### src/inc/tss_pkg.sv
// What this block does
// - with fs_data_relation set, frame sync is sampled on rising edge, data on falling.
// - each channel word is programmable from 3 to 16 bits long.
// - up to 128 channels; only enabled channels transfer, disabled ones are ignored.
// - each select register holds 16 bits; bit n enables word n of its block.
// - tx select 1 sends the slot word; 0 floats serial_data_out for the whole slot.
// - rx select 1 captures the slot word into the receive buffer; 0 discards it.
// - one companding type bit per direction applies to every active channel alike.
// - multichannel_enable 1 runs multichannel operation; 0 stops all of it.
// - the one multichannel_enable governs receive and transmit together.
// - packed DMA buffers hold only enabled-channel words, consecutive per frame.
// - unpacked tx buffer holds one word per window channel; rx keeps enabled words at their index.
// - unpacked mode accepts channel-enable changes while the port runs.
// - without DMA, interrupt per received word and per started transmit word.
// - with DMA, interrupt only after a whole block has been transferred.
// - word and DMA transfers share the same per-direction interrupt sources.
// - each DMA word transferred steals exactly one core cycle.
// - rx_frame_sync frames both directions, starts channel 0 and restarts the sequence.
// - window is 8 to 128 channels in steps of 8; field 0 means 8 channels.
//
// Holds constants and carrier types of the multichannel slot selector.
// Assumes one clock domain inside; serial pins arrive asynchronously.
package tss_pkg;

  // ----------------------------------------------------------------
  // select register map on the io port
  // ----------------------------------------------------------------
  localparam int          TSS_SEL_REGS    = 8;
  localparam int          TSS_SEL_WIDTH   = 16;
  localparam logic [3:0]  TSS_TX_SEL_BASE = 4'h0;
  localparam logic [3:0]  TSS_RX_SEL_BASE = 4'h8;
  localparam logic [15:0] TSS_SEL_RESET   = 16'h0000;

  // ----------------------------------------------------------------
  // word length, window, companding line-code, buffer-full and reset-release constants
  // ----------------------------------------------------------------
  localparam logic [3:0]  TSS_MIN_LEN_M1  = 4'h2;
  localparam logic [2:0]  TSS_WIN_LOW     = 3'h7;
  localparam logic [7:0]  TSS_ALAW_MASK   = 8'h55;
  localparam logic [7:0]  TSS_MULAW_MASK  = 8'hFF;
  localparam logic [1:0]  TSS_BUF_FULL    = 2'h2;
  localparam logic [1:0]  TSS_RST_STAGES  = 2'h0;

  // register port request
  typedef struct packed {
    logic [3:0]  addr;
    logic        we;
    logic [15:0] wdata;
  } tss_io_req_t;

  // loose configuration bits of the port
  typedef struct packed {
    logic       multichannelEnable;
    logic       fsDataRelation;
    logic [3:0] wordLenM1;
    logic [3:0] windowSize;
    logic       txPacked;
    logic       rxPacked;
    logic       txDmaEnable;
    logic       rxDmaEnable;
    logic       compandEnable;
    logic       txCompandingType;
    logic       rxCompandingType;
  } tss_cfg_t;

  // one buffered word with its buffer index
  typedef struct packed {
    logic [6:0]  index;
    logic [15:0] data;
  } tss_word_t;

endpackage : tss_pkg

### src/hdl/tss_slot_select.sv
// Multichannel TDM slot selector of the synchronous serial port.
// Assumes sclk, rx_frame_sync and serial data are asynchronous pins,
// sampled by clk at least four times per serial bit.
`timescale 1ns/10ps
module tss_slot_select (
  input  wire logic              clk,
  input  wire logic              arst_n,
  input  wire tss_pkg::tss_io_req_t ioReq,
  output logic [15:0]            ioRData,
  input  wire tss_pkg::tss_cfg_t cfg,
  input  wire logic              sclkIn,
  input  wire logic              rxFrameSyncIn,
  input  wire logic              serialDataIn,
  output logic                   serialDataOut,
  output logic                   serialDataOutEn,
  output logic                   txFrameSync,
  output logic [6:0]             curChannel,
  input  wire tss_pkg::tss_word_t txWord,
  input  wire logic              txValid,
  output logic                   txReady,
  output logic [6:0]             txSentIndex,
  output tss_pkg::tss_word_t     rxWord,
  output logic                   rxValid,
  input  wire logic              rxReady,
  output logic                   txIrq,
  output logic                   rxIrq,
  output logic                   rxDrop,
  output logic                   txUnderflow,
  output logic                   coreStall
);
  import tss_pkg::*;

  // ----------------------------------------------------------------
  // state
  // ----------------------------------------------------------------
  typedef struct packed {
    logic [2:0]        sclkSync;
    logic [2:0]        fsSync;
    logic [2:0]        dinSync;
    logic              sclkLvl;
    logic              fsLvl;
    logic              dinLvl;
    logic              inFrame;
    logic              startPend;
    logic [6:0]        chan;
    logic [3:0]        bitCnt;
    logic [4:0]        slotFalls;
    logic [15:0]       rxShift;
    logic [15:0]       txShift;
    logic [6:0]        txPack;
    logic [6:0]        rxPack;
    logic [7:0][15:0]  txSel;
    logic [7:0][15:0]  rxSel;
    logic [15:0]       ioRData;
    logic [1:0][22:0]  rxBuf;
    logic [1:0]        rxCnt;
    logic              rxWr;
    logic              rxRd;
    logic [1:0][22:0]  txBuf;
    logic [1:0]        txCnt;
    logic              txWr;
    logic              txRd;
    logic              dataOut;
    logic              dataOe;
    logic [6:0]        txSentIndex;
    logic              txIrq;
    logic              rxIrq;
    logic              rxDrop;
    logic              txUnder;
    logic [2:0]        stallCnt;
  } tss_state_t;

  tss_state_t st;
  tss_state_t next_st;
  logic [1:0] rstPipe;
  logic       rstSync_n;

  logic       rise;
  logic       fall;
  logic       fsHit;
  logic       lastBit;
  logic       canStart;
  logic       startNow;
  logic       wordDone;
  logic       frameEnd;
  logic       rxSelHit;
  logic       txSelHit;
  logic       rxPush;
  logic       rxPop;
  logic       txPush;
  logic       txPop;
  logic [3:0] effLen;
  logic [6:0] lastChan;
  logic [6:0] slotChan;
  logic [6:0] slotPack;
  logic [15:0] lenMask;
  logic [15:0] txData;
  logic [15:0] rxData;
  logic [2:0] stallAdd;

  // law-dependent inversion applied to the low byte by the compander
  function automatic logic [15:0] tss_compand(input logic [15:0] w, input logic en, input logic law);
    tss_compand = w;
    if (en)
    begin
      tss_compand[7:0] = w[7:0] ^ (law ? TSS_MULAW_MASK : TSS_ALAW_MASK);
    end
  endfunction : tss_compand

  // level accepted once second and third stages agree
  function automatic logic tss_agree(input logic [2:0] s, input logic prev);
    tss_agree = (s[1] == s[2]) ? s[2] : prev;
  endfunction : tss_agree

  // ----------------------------------------------------------------
  // reset release
  // ----------------------------------------------------------------
  // two-stage release of the asynchronous reset
  always_ff @(posedge clk or negedge arst_n)
  begin
    if (!arst_n)
      rstPipe <= TSS_RST_STAGES;
    else
      rstPipe <= {rstPipe[0], 1'b1};
  end
  assign rstSync_n = rstPipe[1];

  // ----------------------------------------------------------------
  // next-state logic
  // ----------------------------------------------------------------
  // pin sampling, framing, shifting, buffers and register port
  always_comb
  begin
    next_st  = st;
    rise     = 1'b0;
    fall     = 1'b0;
    startNow = 1'b0;
    wordDone = 1'b0;
    frameEnd = 1'b0;
    rxPush   = 1'b0;
    txPop    = 1'b0;
    txData   = 16'h0000;
    rxData   = 16'h0000;
    next_st.txIrq   = 1'b0;
    next_st.rxIrq   = 1'b0;
    next_st.rxDrop  = 1'b0;
    next_st.txUnder = 1'b0;

    // three-stage pin synchronisers with agreement filter
    next_st.sclkSync = {st.sclkSync[1:0], sclkIn};
    next_st.fsSync   = {st.fsSync[1:0], rxFrameSyncIn};
    next_st.dinSync  = {st.dinSync[1:0], serialDataIn};
    next_st.sclkLvl  = tss_agree(st.sclkSync, st.sclkLvl);
    next_st.fsLvl    = tss_agree(st.fsSync, st.fsLvl);
    next_st.dinLvl   = tss_agree(st.dinSync, st.dinLvl);
    rise = next_st.sclkLvl && !st.sclkLvl;
    fall = !next_st.sclkLvl && st.sclkLvl;

    effLen   = (cfg.wordLenM1 < TSS_MIN_LEN_M1) ? TSS_MIN_LEN_M1 : cfg.wordLenM1;
    lenMask  = 16'(17'h1FFFF >> (4'hF - effLen + 5'h1));
    lastChan = {cfg.windowSize, TSS_WIN_LOW};
    // per-channel enable of up to 128
    rxSelHit = st.rxSel[st.chan[6:4]][st.chan[3:0]];

    fsHit    = cfg.multichannelEnable && st.fsLvl && (cfg.fsDataRelation ? rise : fall);
    lastBit  = st.inFrame && (st.bitCnt == effLen) && (st.chan == lastChan);
    canStart = !st.inFrame || lastBit;
    if (fsHit && canStart && !cfg.fsDataRelation)
      next_st.startPend = 1'b1;
    startNow = rise && cfg.multichannelEnable &&
               (st.startPend || (cfg.fsDataRelation && fsHit && canStart));

    slotChan = startNow ? 7'h00 : st.chan;
    slotPack = startNow ? 7'h00 : st.txPack;
    txSelHit = st.txSel[slotChan[6:4]][slotChan[3:0]];

    // handshakes of both buffers
    rxPop  = (st.rxCnt != 2'h0) && rxReady;
    txPush = txValid && (st.txCnt != TSS_BUF_FULL);

    // transmit side works on rising serial clock edges
    if (startNow)
    begin
      next_st.inFrame   = 1'b1;
      next_st.startPend = 1'b0;
      next_st.chan      = 7'h00;
      next_st.bitCnt    = 4'h0;
      next_st.txPack    = 7'h00;
      next_st.rxPack    = 7'h00;
    end
    if (rise && (startNow || st.inFrame))
    begin
      if (startNow || st.bitCnt == 4'h0)
      begin
        // packed pops only enabled slots; unpacked pops every slot
        txPop = (txSelHit || !cfg.txPacked) && (st.txCnt != 2'h0);
        if (txPop)
          txData = st.txBuf[st.txRd][15:0];
        // one law for every active transmit channel
        txData = tss_compand(txData, cfg.compandEnable, cfg.txCompandingType);
        // enabled slot drives, disabled slot floats
        next_st.dataOe  = txSelHit;
        next_st.txShift = txData;
        next_st.dataOut = txData[effLen];
        next_st.slotFalls = 5'h00;
        if (txSelHit)
        begin
          next_st.txSentIndex = cfg.txPacked ? slotPack : slotChan;
          next_st.txPack      = slotPack + 7'h01;
          next_st.txUnder     = !txPop;
          next_st.txIrq       = !cfg.txDmaEnable;
        end
      end
      else
      begin
        next_st.txShift = {st.txShift[14:0], 1'b0};
        next_st.dataOut = st.txShift[effLen - 4'h1];
      end
    end

    // receive side samples on falling serial clock edges
    if (fall && st.inFrame)
    begin
      next_st.rxShift = {st.rxShift[14:0], st.dinLvl};
      next_st.slotFalls = st.slotFalls + 5'h01;
      if (st.bitCnt == effLen)
      begin
        wordDone = 1'b1;
        rxData   = tss_compand(next_st.rxShift & lenMask, cfg.compandEnable, cfg.rxCompandingType);
        // capture enabled slot, discard the rest
        if (rxSelHit)
        begin
          rxPush = (st.rxCnt != TSS_BUF_FULL) || rxPop;
          next_st.rxDrop = !rxPush;
          next_st.rxPack = st.rxPack + 7'h01;
          next_st.rxIrq  = !cfg.rxDmaEnable;
        end
        next_st.bitCnt = 4'h0;
        if (st.chan == lastChan)
        begin
          frameEnd        = 1'b1;
          next_st.inFrame = 1'b0;
          next_st.dataOe  = 1'b0;
          // block interrupt on the same sources
          next_st.rxIrq   = next_st.rxIrq || cfg.rxDmaEnable;
          next_st.txIrq   = next_st.txIrq || cfg.txDmaEnable;
        end
        else
        begin
          next_st.chan = st.chan + 7'h01;
        end
      end
      else
      begin
        next_st.bitCnt = st.bitCnt + 4'h1;
      end
    end

    if (!cfg.multichannelEnable)
    begin
      next_st.inFrame   = 1'b0;
      next_st.startPend = 1'b0;
      next_st.dataOe    = 1'b0;
    end

    // receive buffer, pop and push in one cycle allowed
    if (rxPush)
    begin
      next_st.rxBuf[st.rxWr] = {(cfg.rxPacked ? st.rxPack : st.chan), rxData};
      next_st.rxWr = !st.rxWr;
    end
    if (rxPop)
      next_st.rxRd = !st.rxRd;
    next_st.rxCnt = st.rxCnt + 2'(rxPush) - 2'(rxPop);

    // transmit buffer
    if (txPush)
    begin
      next_st.txBuf[st.txWr] = txWord;
      next_st.txWr = !st.txWr;
    end
    if (txPop)
      next_st.txRd = !st.txRd;
    next_st.txCnt = st.txCnt + 2'(txPush) - 2'(txPop);

    // one stolen core cycle per DMA word
    stallAdd = 3'(rxPop && cfg.rxDmaEnable) + 3'(txPush && cfg.txDmaEnable);
    next_st.stallCnt = st.stallCnt + stallAdd - 3'(st.stallCnt != 3'h0);

    // select registers writable at any time
    if (ioReq.we)
      if (ioReq.addr[3])
        next_st.rxSel[ioReq.addr[2:0]] = ioReq.wdata;
      else
        next_st.txSel[ioReq.addr[2:0]] = ioReq.wdata;
    next_st.ioRData = ioReq.addr[3] ? st.rxSel[ioReq.addr[2:0]] : st.txSel[ioReq.addr[2:0]];
  end

  // ----------------------------------------------------------------
  // state register
  // ----------------------------------------------------------------
  // single register for the whole state
  always_ff @(posedge clk or negedge rstSync_n)
  begin
    if (!rstSync_n)
      st <= '0;
    else
      st <= next_st;
  end

  // ----------------------------------------------------------------
  // outputs
  // ----------------------------------------------------------------
  // pins, buffers and events from the state register
  assign ioRData         = st.ioRData;
  assign serialDataOut   = st.dataOut;
  assign serialDataOutEn = st.dataOe;
  assign txFrameSync     = st.dataOe;
  assign curChannel      = st.chan;
  assign txReady         = st.txCnt != TSS_BUF_FULL;
  assign txSentIndex     = st.txSentIndex;
  assign rxWord          = tss_word_t'(st.rxBuf[st.rxRd]);
  assign rxValid         = st.rxCnt != 2'h0;
  assign txIrq           = st.txIrq;
  assign rxIrq           = st.rxIrq;
  assign rxDrop          = st.rxDrop;
  assign txUnderflow     = st.txUnder;
  assign coreStall       = st.stallCnt != 3'h0;
endmodule : tss_slot_select

### config.mk
export PLATFORM = sky130hd
export DESIGN_NAME = tss_slot_select
export DESIGN_NICKNAME = d
export VERILOG_FILES = /design/src/inc/tss_pkg.sv /design/src/hdl/tss_slot_select.sv
export SDC_FILE = /design/constraint.sdc
export NUM_CORES = 1
export LEC_CHECK = 0
export BUFFER_PORTS_ARGS = -buffer_cell sky130_fd_sc_hd__buf_2
export CORE_MARGIN = 3
export CORE_UTILIZATION = 42
export DETAILED_ROUTE_END_ITERATION = 10
export HOLD_SLACK_MARGIN = 0.03
export PLACE_DENSITY = 0.69
export REMOVE_ABC_BUFFERS = 1
export SYNTH_ARGS = -nofsm -noshare
export SYNTH_HDL_FRONTEND = slang
export SYNTH_SLANG_ARGS = --single-unit
### constraint.sdc
create_clock -name clk -period 16.4 [get_ports clk]
set_input_delay 1.64 -clock clk [delete_from_list [all_inputs] [get_ports clk]]
set_output_delay 1.64 -clock clk [all_outputs]
set_load 0.05 [all_outputs]
==> flow_metrics.tcl, run 1 <==
set metrics [dict create \
    worstPathRequired_ns 16.87 \
    cts_made_buffers 45 \
    leakage_nw 11.1 \
    via_count 17000 \
    ant_nets 0 \
    timing_hold_violations_final 0 \
    synth_cell_types 87 \
    synth_async_sr_flop_share_pct 100 \
    final_nets 2136 \
    rsz0062_at_grt "no" \
    timing.critical_path.to "st[19]$_DFF_PN0_" \
    grt_pass1_wl_um 103000 \
    nFillCells 5043 \
    cp-end-kind "register" \
    r2r_start "curChannel[1]$_DFF_PN0_" \
    setup_viol 0 \
    drc 0 \
    clock_skew_ns 0.0208 \
    place_congestion 0.913 \
    maxCapViolCount 0 \
    drt_pass1_iterations 6 \
    antenna_cells 0 \
    drt_iter0_markers 1766 \
    yosysTopAreaCell "dfrtp_1" \
    timing.fmax_ghz 0.160 \
    htree_levels 2 \
    rr_worst_depth 16 \
    port_buffers 123 \
    finalWirelength_um 66100 \
    path_depth 16 \
    dr.max_layer_used "met5" \
    clk_pin_slew_ns 0.07 \
    synth_ff_type "dfrtp_1" \
    dp_hpwl_um 42800 \
    antenna_found_initial 3 \
    cp_slowest_cell "o21ai_1" \
    path_buf_inv 2 \
    clock_latency_ns 0.56 \
    power.density_mw_per_mm2 124 \
    clock-sinks 446 \
    synthTopCellsByArea "dfrtp_1 (47%), mux2_2 (18%), mux4_2 (6.7%)" \
    postCtsResizedCells 0 \
    syn_inst 2023 \
    synth_common_cells "dfrtp_1 (446), mux2_2 (375), nand2_1 (196)" \
    synth_edf_count 0 \
    synth.most_common_cell "dfrtp_1" \
    drive_above_1_share_pct 33.6 \
    dp.cells 2753 \
    syn-cell-area_mm2 0.0236 \
    die_area_mm2 0.0590 \
    synth.top_cell.area_share_pct 47.3 \
    reg2reg_setup_slack_ns 10.79 \
    path_cells "buf_2 > and4b_1 > o21ai_1 > nand2_1 > a21oi_1 > o311ai_0 > a211oi_1 > o31ai_1 > a31oi_2 > nand2_1 > nor3_1 > ha_1 > inv_1 > ha_1 > xnor2_1 > xnor2_1" \
    final_cells 2835 \
    status "completed" \
    tns_ns 0 \
    die_h_um 243 \
    met2_length_um 31500 \
    worst_slew_pin_slew_ns 1.16 \
    critPathMaxStageDelay_ns 0.71 \
    wl_met1_um 28100 \
    crit_family "compound AO/OA/AOI/OAI gates" \
    cts_tree "done" \
    ios 131 \
    slew-limit-headroom_pct 22.5 \
    crit_path_max_fanout 14 \
    postCtsHoldBufs 0 \
    drv_slew 0 \
    clockRootBuffer "clkbuf_16" \
    finalCriticalPeriod_ns 6.25 \
    wl_met3_um 4860 \
    syn_avg_cell_area_um2 11.7 \
    crit_type "primary input to register" \
    final_cell_area_mm2 0.0260 \
    viasPerCell 5.99 \
    utilization_pct 47.1 \
    row_count 86 \
    placed_area_mm2 0.0246 \
    yosysWarnings 0 \
    timing.rr.end "st[19]$_DFF_PN0_" \
    grt_max_degree 188 \
    wl_per_cell_um 23.3 \
    hp-class "register to asynchronous set/reset pin" \
    die_w_um 243 \
    yosysSeqAreaShare_pct 47.3 \
    grt_overflow 0 \
    whs_ns 0.349 \
    initial_core_util_pct 42.6 \
    area_growth_syn_to_layout_pct 10.4 \
    start_kind "primary input" \
    peakVddDrop_v 0.0000896 \
    clk_path_buf_depth 3 \
    postCtsSetupBuffers 0 \
    final.period_utilization_pct 38.1 \
    track_usage_pct 22.0 \
    worstSetupStartpoint "cfg[16]" \
    critPathArrivalTime_ns 6.72 \
    grt_pass1_vias 17200 \
    synth_seq_cells 446 \
    coreArea_mm2 0.0553 \
]
[worst register-to-register path, stage by stage (launching register included)]
cell	delay [ns]
dfrtp_1	0.77
ha_1	0.34
nand2_1	0.12
nor2_1	0.42
nand3_1	0.30
o21ai_2	0.66
o21ai_0	0.21
a211oi_1	0.46
o31ai_1	0.16
a31oi_2	0.46
nand2_1	0.41
nor3_1	0.43
ha_1	0.30
inv_1	0.06
ha_1	0.15
xnor2_1	0.14
xnor2_1	0.14
[worst min path at each step]
stage / from / slack (ns) / depth (start not counted) / to
after global placement: next_st[456]$_DFF_PN0_ / 0.34 / 0 / next_st[457]$_DFF_PN0_
after global routing: rstPipe[0]$_DFF_PN0_ / 0.36 / 0 / rstPipe[1]$_DFF_PN0_
after CTS: next_st[456]$_DFF_PN0_ / 0.35 / 0 / next_st[457]$_DFF_PN0_
after floorplan: next_st[456]$_DFF_PN0_ / 0.33 / 0 / next_st[457]$_DFF_PN0_
final: rstPipe[1]$_DFF_PN0_ / 0.35 / 0 / txSentIndex[2]$_DFFE_PN0P_
after detailed placement: rstPipe[0]$_DFF_PN0_ / 0.34 / 0 / rstPipe[1]$_DFF_PN0_
[state kept, by name, summed over array words and instances (netlist names)]
| name | flops |
|---|---|
| st | 402 |
| curChannel | 7 |
| txSentIndex | 7 |
| txIrq | 1 |
| rxDrop | 1 |
| next_st | 6 |
| ioRData | 16 |
| rstPipe | 2 |
| rxIrq | 1 |
| txUnderflow | 1 |
| serialDataOut | 1 |
| serialDataOutEn | 1 |
[cell usage in the layout (no fill, tap or decap), drive strengths merged, types with 5 or more instances in the layout]
| master | n |
|---|---|
| xor2 | 11 |
| dfrtp | 446 |
| mux2i | 81 |
| nand4 | 9 |
| a22o | 8 |
| o221ai | 8 |
| a31oi | 10 |
| o31ai | 13 |
| nand2b | 5 |
| and3 | 7 |
| a22oi | 21 |
| nor3 | 26 |
| o31a | 6 |
| buf | 162 |
| o211ai | 11 |
| mux2 | 375 |
| o21ai | 107 |
| ha | 14 |
| a221oi | 13 |
| nor2 | 96 |
| o22ai | 6 |
| nand3 | 45 |
| nand2 | 196 |
| clkbuf | 70 |
| inv | 27 |
| mux4 | 70 |
| and2 | 11 |
| nor2b | 10 |
| a211oi | 15 |
| xnor2 | 32 |
| a21oi | 75 |
| clkinv | 12 |
| or3 | 8 |
[power by group]
| part | switching, mW | leakage (nW) | internal [mW] |
|---|---|---|---|
| Clock | 0.432 | 0.692 | 0.559 |
| Sequential | 0.178 | 5.63 | 1.32 |
| Combinational | 0.359 | 4.73 | 0.371 |
[per-stage QoR]
step / worst slack [ns] / power, mW
after CTS: 10.29 / 3.23
after global routing: 9.93 / 3.37
after floorplan: 3.05 / 2.00
after detailed placement: 9.74 / 2.23
after global placement: 9.80 / 2.19
final: 10.15 / 3.22
[area by class of cell]
class,instances,area [um^2],share of cell area [%]
Clock buffer,70,1330,5.12
Inverter,28,108,0.413
Timing Repair Buffer,162,923,3.55
Sequential cell,446,11200,42.9
Clock inverter,12,66.3,0.255
Tap cell,748,936,3.59
Multi-Input combinational cell,1369,11500,44.2
[kinds of logic (layout without fill, tap and decap cells)]
kind of cell    count (synthesis)  after routing  synth area share, %
compound gates                344            344                 9.67
xor+xnor                       43             43                 1.63
fa+ha+maj                      19             19                 1.04
buf+inv                       208            272                 4.01
flops                         446            446                 47.3
mux                           526            526                 28.0
other cells                     1              1               0.0159
simple gates                  436            436                 8.29
[layer usage]
layer | GRT usage (%) | up-vias
met2 | 35.7 | 686
met3 | 3.98 | 125
met4 | 6.08 | 4
met5 | 0 | -
li1 | - | 7429
met1 | 30.4 | 8744
Power figures use the tool's default switching activity.
==> inputs of run 2 (changes only) <==
Clock period 16.4 ns to 6 ns, I/O delays scaled along.
==> run 2 against run 1 <==
Compared with the run above:
- utilization is 0.23 points higher
- clock power grew to 2.9 times the previous value
- combinational power grew to 2.8 times the previous value
==> flow_metrics.tcl, run 2 (synthesized netlist as in run 1, its figures left out) <==
set metrics [dict create \
    top_register "st" \
    timing_hold_violations_final 0 \
    postCtsResizedCells 0 \
    slew-limit-headroom_pct 20.9 \
    dp.cells 2755 \
    rsz0062_at_grt "no" \
    start_kind "register" \
    rr_worst_depth 17 \
    drt_pass1_iterations 6 \
    htree_levels 2 \
    utilization_pct 47.3 \
    p_total_mw 8.95 \
    dp_hpwl_um 43300 \
    timing.critical_path.to "st[19]$_DFF_PN0_" \
    row_count 86 \
    tns_ns 0 \
    clockRootBuffer "clkbuf_16" \
    power.internal_mw 6.30 \
    maxCapViolCount 0 \
    sw_frac_of_total_pct 29.6 \
    grt_overflow 0 \
    timing.rr.end "st[19]$_DFF_PN0_" \
    final_cells 2836 \
    worstSetupStartpoint "curChannel[0]$_DFF_PN0_" \
    cts_tree "done" \
    timing.fmax_ghz 0.194 \
    drt_iter0_markers 1590 \
    wl_per_cell_um 23.0 \
    port_buffers 123 \
    grt_pass1_vias 17200 \
    reg2reg_setup_slack_ns 0.83 \
    clock_latency_ns 0.55 \
    r2r_start "curChannel[0]$_DFF_PN0_" \
    crit_path_max_fanout 19 \
    clock-sinks 446 \
    track_usage_pct 22.0 \
    via_count 16900 \
    nFillCells 5016 \
    clk_pin_slew_ns 0.06 \
    ant_nets 0 \
    coreArea_mm2 0.0553 \
    multi_input_area_mm2 0.0115 \
    whs_ns 0.166 \
    largest_reg_flops 402 \
    status "completed" \
    leakage_nw 11.1 \
    p_comb_share_pct 22.4 \
    power.density_mw_per_mm2 342 \
    finalCriticalPeriod_ns 5.17 \
    grt_pass1_wl_um 103000 \
    peakVddDrop_v 0.000274 \
    place_congestion 0.892 \
    final_nets 2139 \
    hp-class "primary input to register" \
    setup_viol 0 \
    worstPathRequired_ns 6.47 \
    power_switching_mw 2.65 \
    die_w_um 243 \
    final_cell_mix "dfrtp_1 (442), mux2_2 (375), nand2_1 (196)" \
    finalWirelength_um 65400 \
    area_growth_syn_to_layout_pct 10.9 \
    power_frac_clock_pct 32.0 \
    drv_slew 0 \
    antenna_found_initial 2 \
    cts_made_buffers 45 \
    initial_core_util_pct 42.6 \
    pwr-share-seq_pct 45.6 \
    drive_above_1_share_pct 34.0 \
    regArea_mm2 0.0112 \
    ios 131 \
    die_h_um 243 \
    crit_type "register to register" \
    cp-end-kind "register" \
    final_common_cell "dfrtp_1" \
    drc 0 \
    clock_skew_ns 0.0135 \
    grt_max_degree 164 \
    postCtsSetupBuffers 0 \
    antenna_cells 0 \
    die_area_mm2 0.0590 \
    final.period_utilization_pct 86.1 \
    viasPerCell 5.97 \
    clk_path_buf_depth 3 \
    critPathArrivalTime_ns 5.63 \
    worst_slew_pin_slew_ns 1.19 \
]
## run 2: cell count changes in the layout (fill, tap and decap cells not counted), moves of 2 or more
| cell | before | now |
|---|---|---|
| bufinv_16 | 0 | 4 |
| clkbuf_8 | 7 | 11 |
| clkbuf_16 | 47 | 45 |
| clkbuf_1 | 16 | 8 |
## run 2: metal layers
layer / up-vias / track usage [%] / part of all wire (%)
li1: 7444 / - / -
met4: 0 / 5.76 / 2.7
met1: 8675 / 31.0 / 43
met3: 124 / 3.33 / 6.8
met2: 678 / 35.5 / 47
met5: - / 0 / 0
## run 2: timing repair
action	CTS	global route
setup endpoints to repair	0	0
hold endpoints to repair	2	0
hold buffers	1	0
## run 2: stage by stage
stage | instance area, um^2 | worst slack (ns)
after floorplan | 22700 | -7.35
after global placement | 24700 | 0.859
after detailed placement | 24700 | 0.752
after CTS | 26200 | 0.877
after global routing | 26200 | 0.418
final | 26200 | 0.834
## run 2: how the worst min path moves through the flow
stage,start,cells past startpoint,to
2_1_floorplan,arst_n,0,rstPipe[0]$_DFF_PN0_
6_report,serialDataIn,1,next_st[456]$_DFF_PN0_
3_5_place_dp,next_st[456]$_DFF_PN0_,0,next_st[457]$_DFF_PN0_
3_3_place_gp,rstPipe[0]$_DFF_PN0_,0,rstPipe[1]$_DFF_PN0_
4_1_cts,sclkIn,1,next_st[462]$_DFF_PN0_
5_1_grt,serialDataIn,1,next_st[456]$_DFF_PN0_
## run 2: worst max-delay path: stages, from the launching register on
cell      delay (ns)
dfrtp_1         0.33
buf_4           0.29
ha_1            0.26
nand2_1         0.10
nor2_1          0.32
nand3_1         0.26
o21ai_2         0.69
o22ai_1         0.24
a311oi_1        0.31
o31ai_1         0.18
a31oi_2         0.45
nand2_1         0.44
nor3_1          0.41
ha_1            0.30
inv_1           0.06
ha_1            0.15
xnor2_1         0.13
xnor2_1         0.14
## run 2: power groups by stage
stage	clock [mW]	sequential (mW)	combinational (mW)
finish	2.87	4.08	2.01
global route	3.04	4.16	2.17
CTS	2.93	4.07	2.01
detailed placement	0	4.12	1.99
global placement	0	4.07	1.93
floorplan	0	4.08	1.38
## run 2: cell type report
cell class,instances,share of cell area (%)
timing repair buffer,165,3.67
clock buffer,64,5.00
tap,748,3.58
sequential,446,42.7
multi-input combinational,1369,43.9
inverter,28,0.411
clock inverter,16,0.698
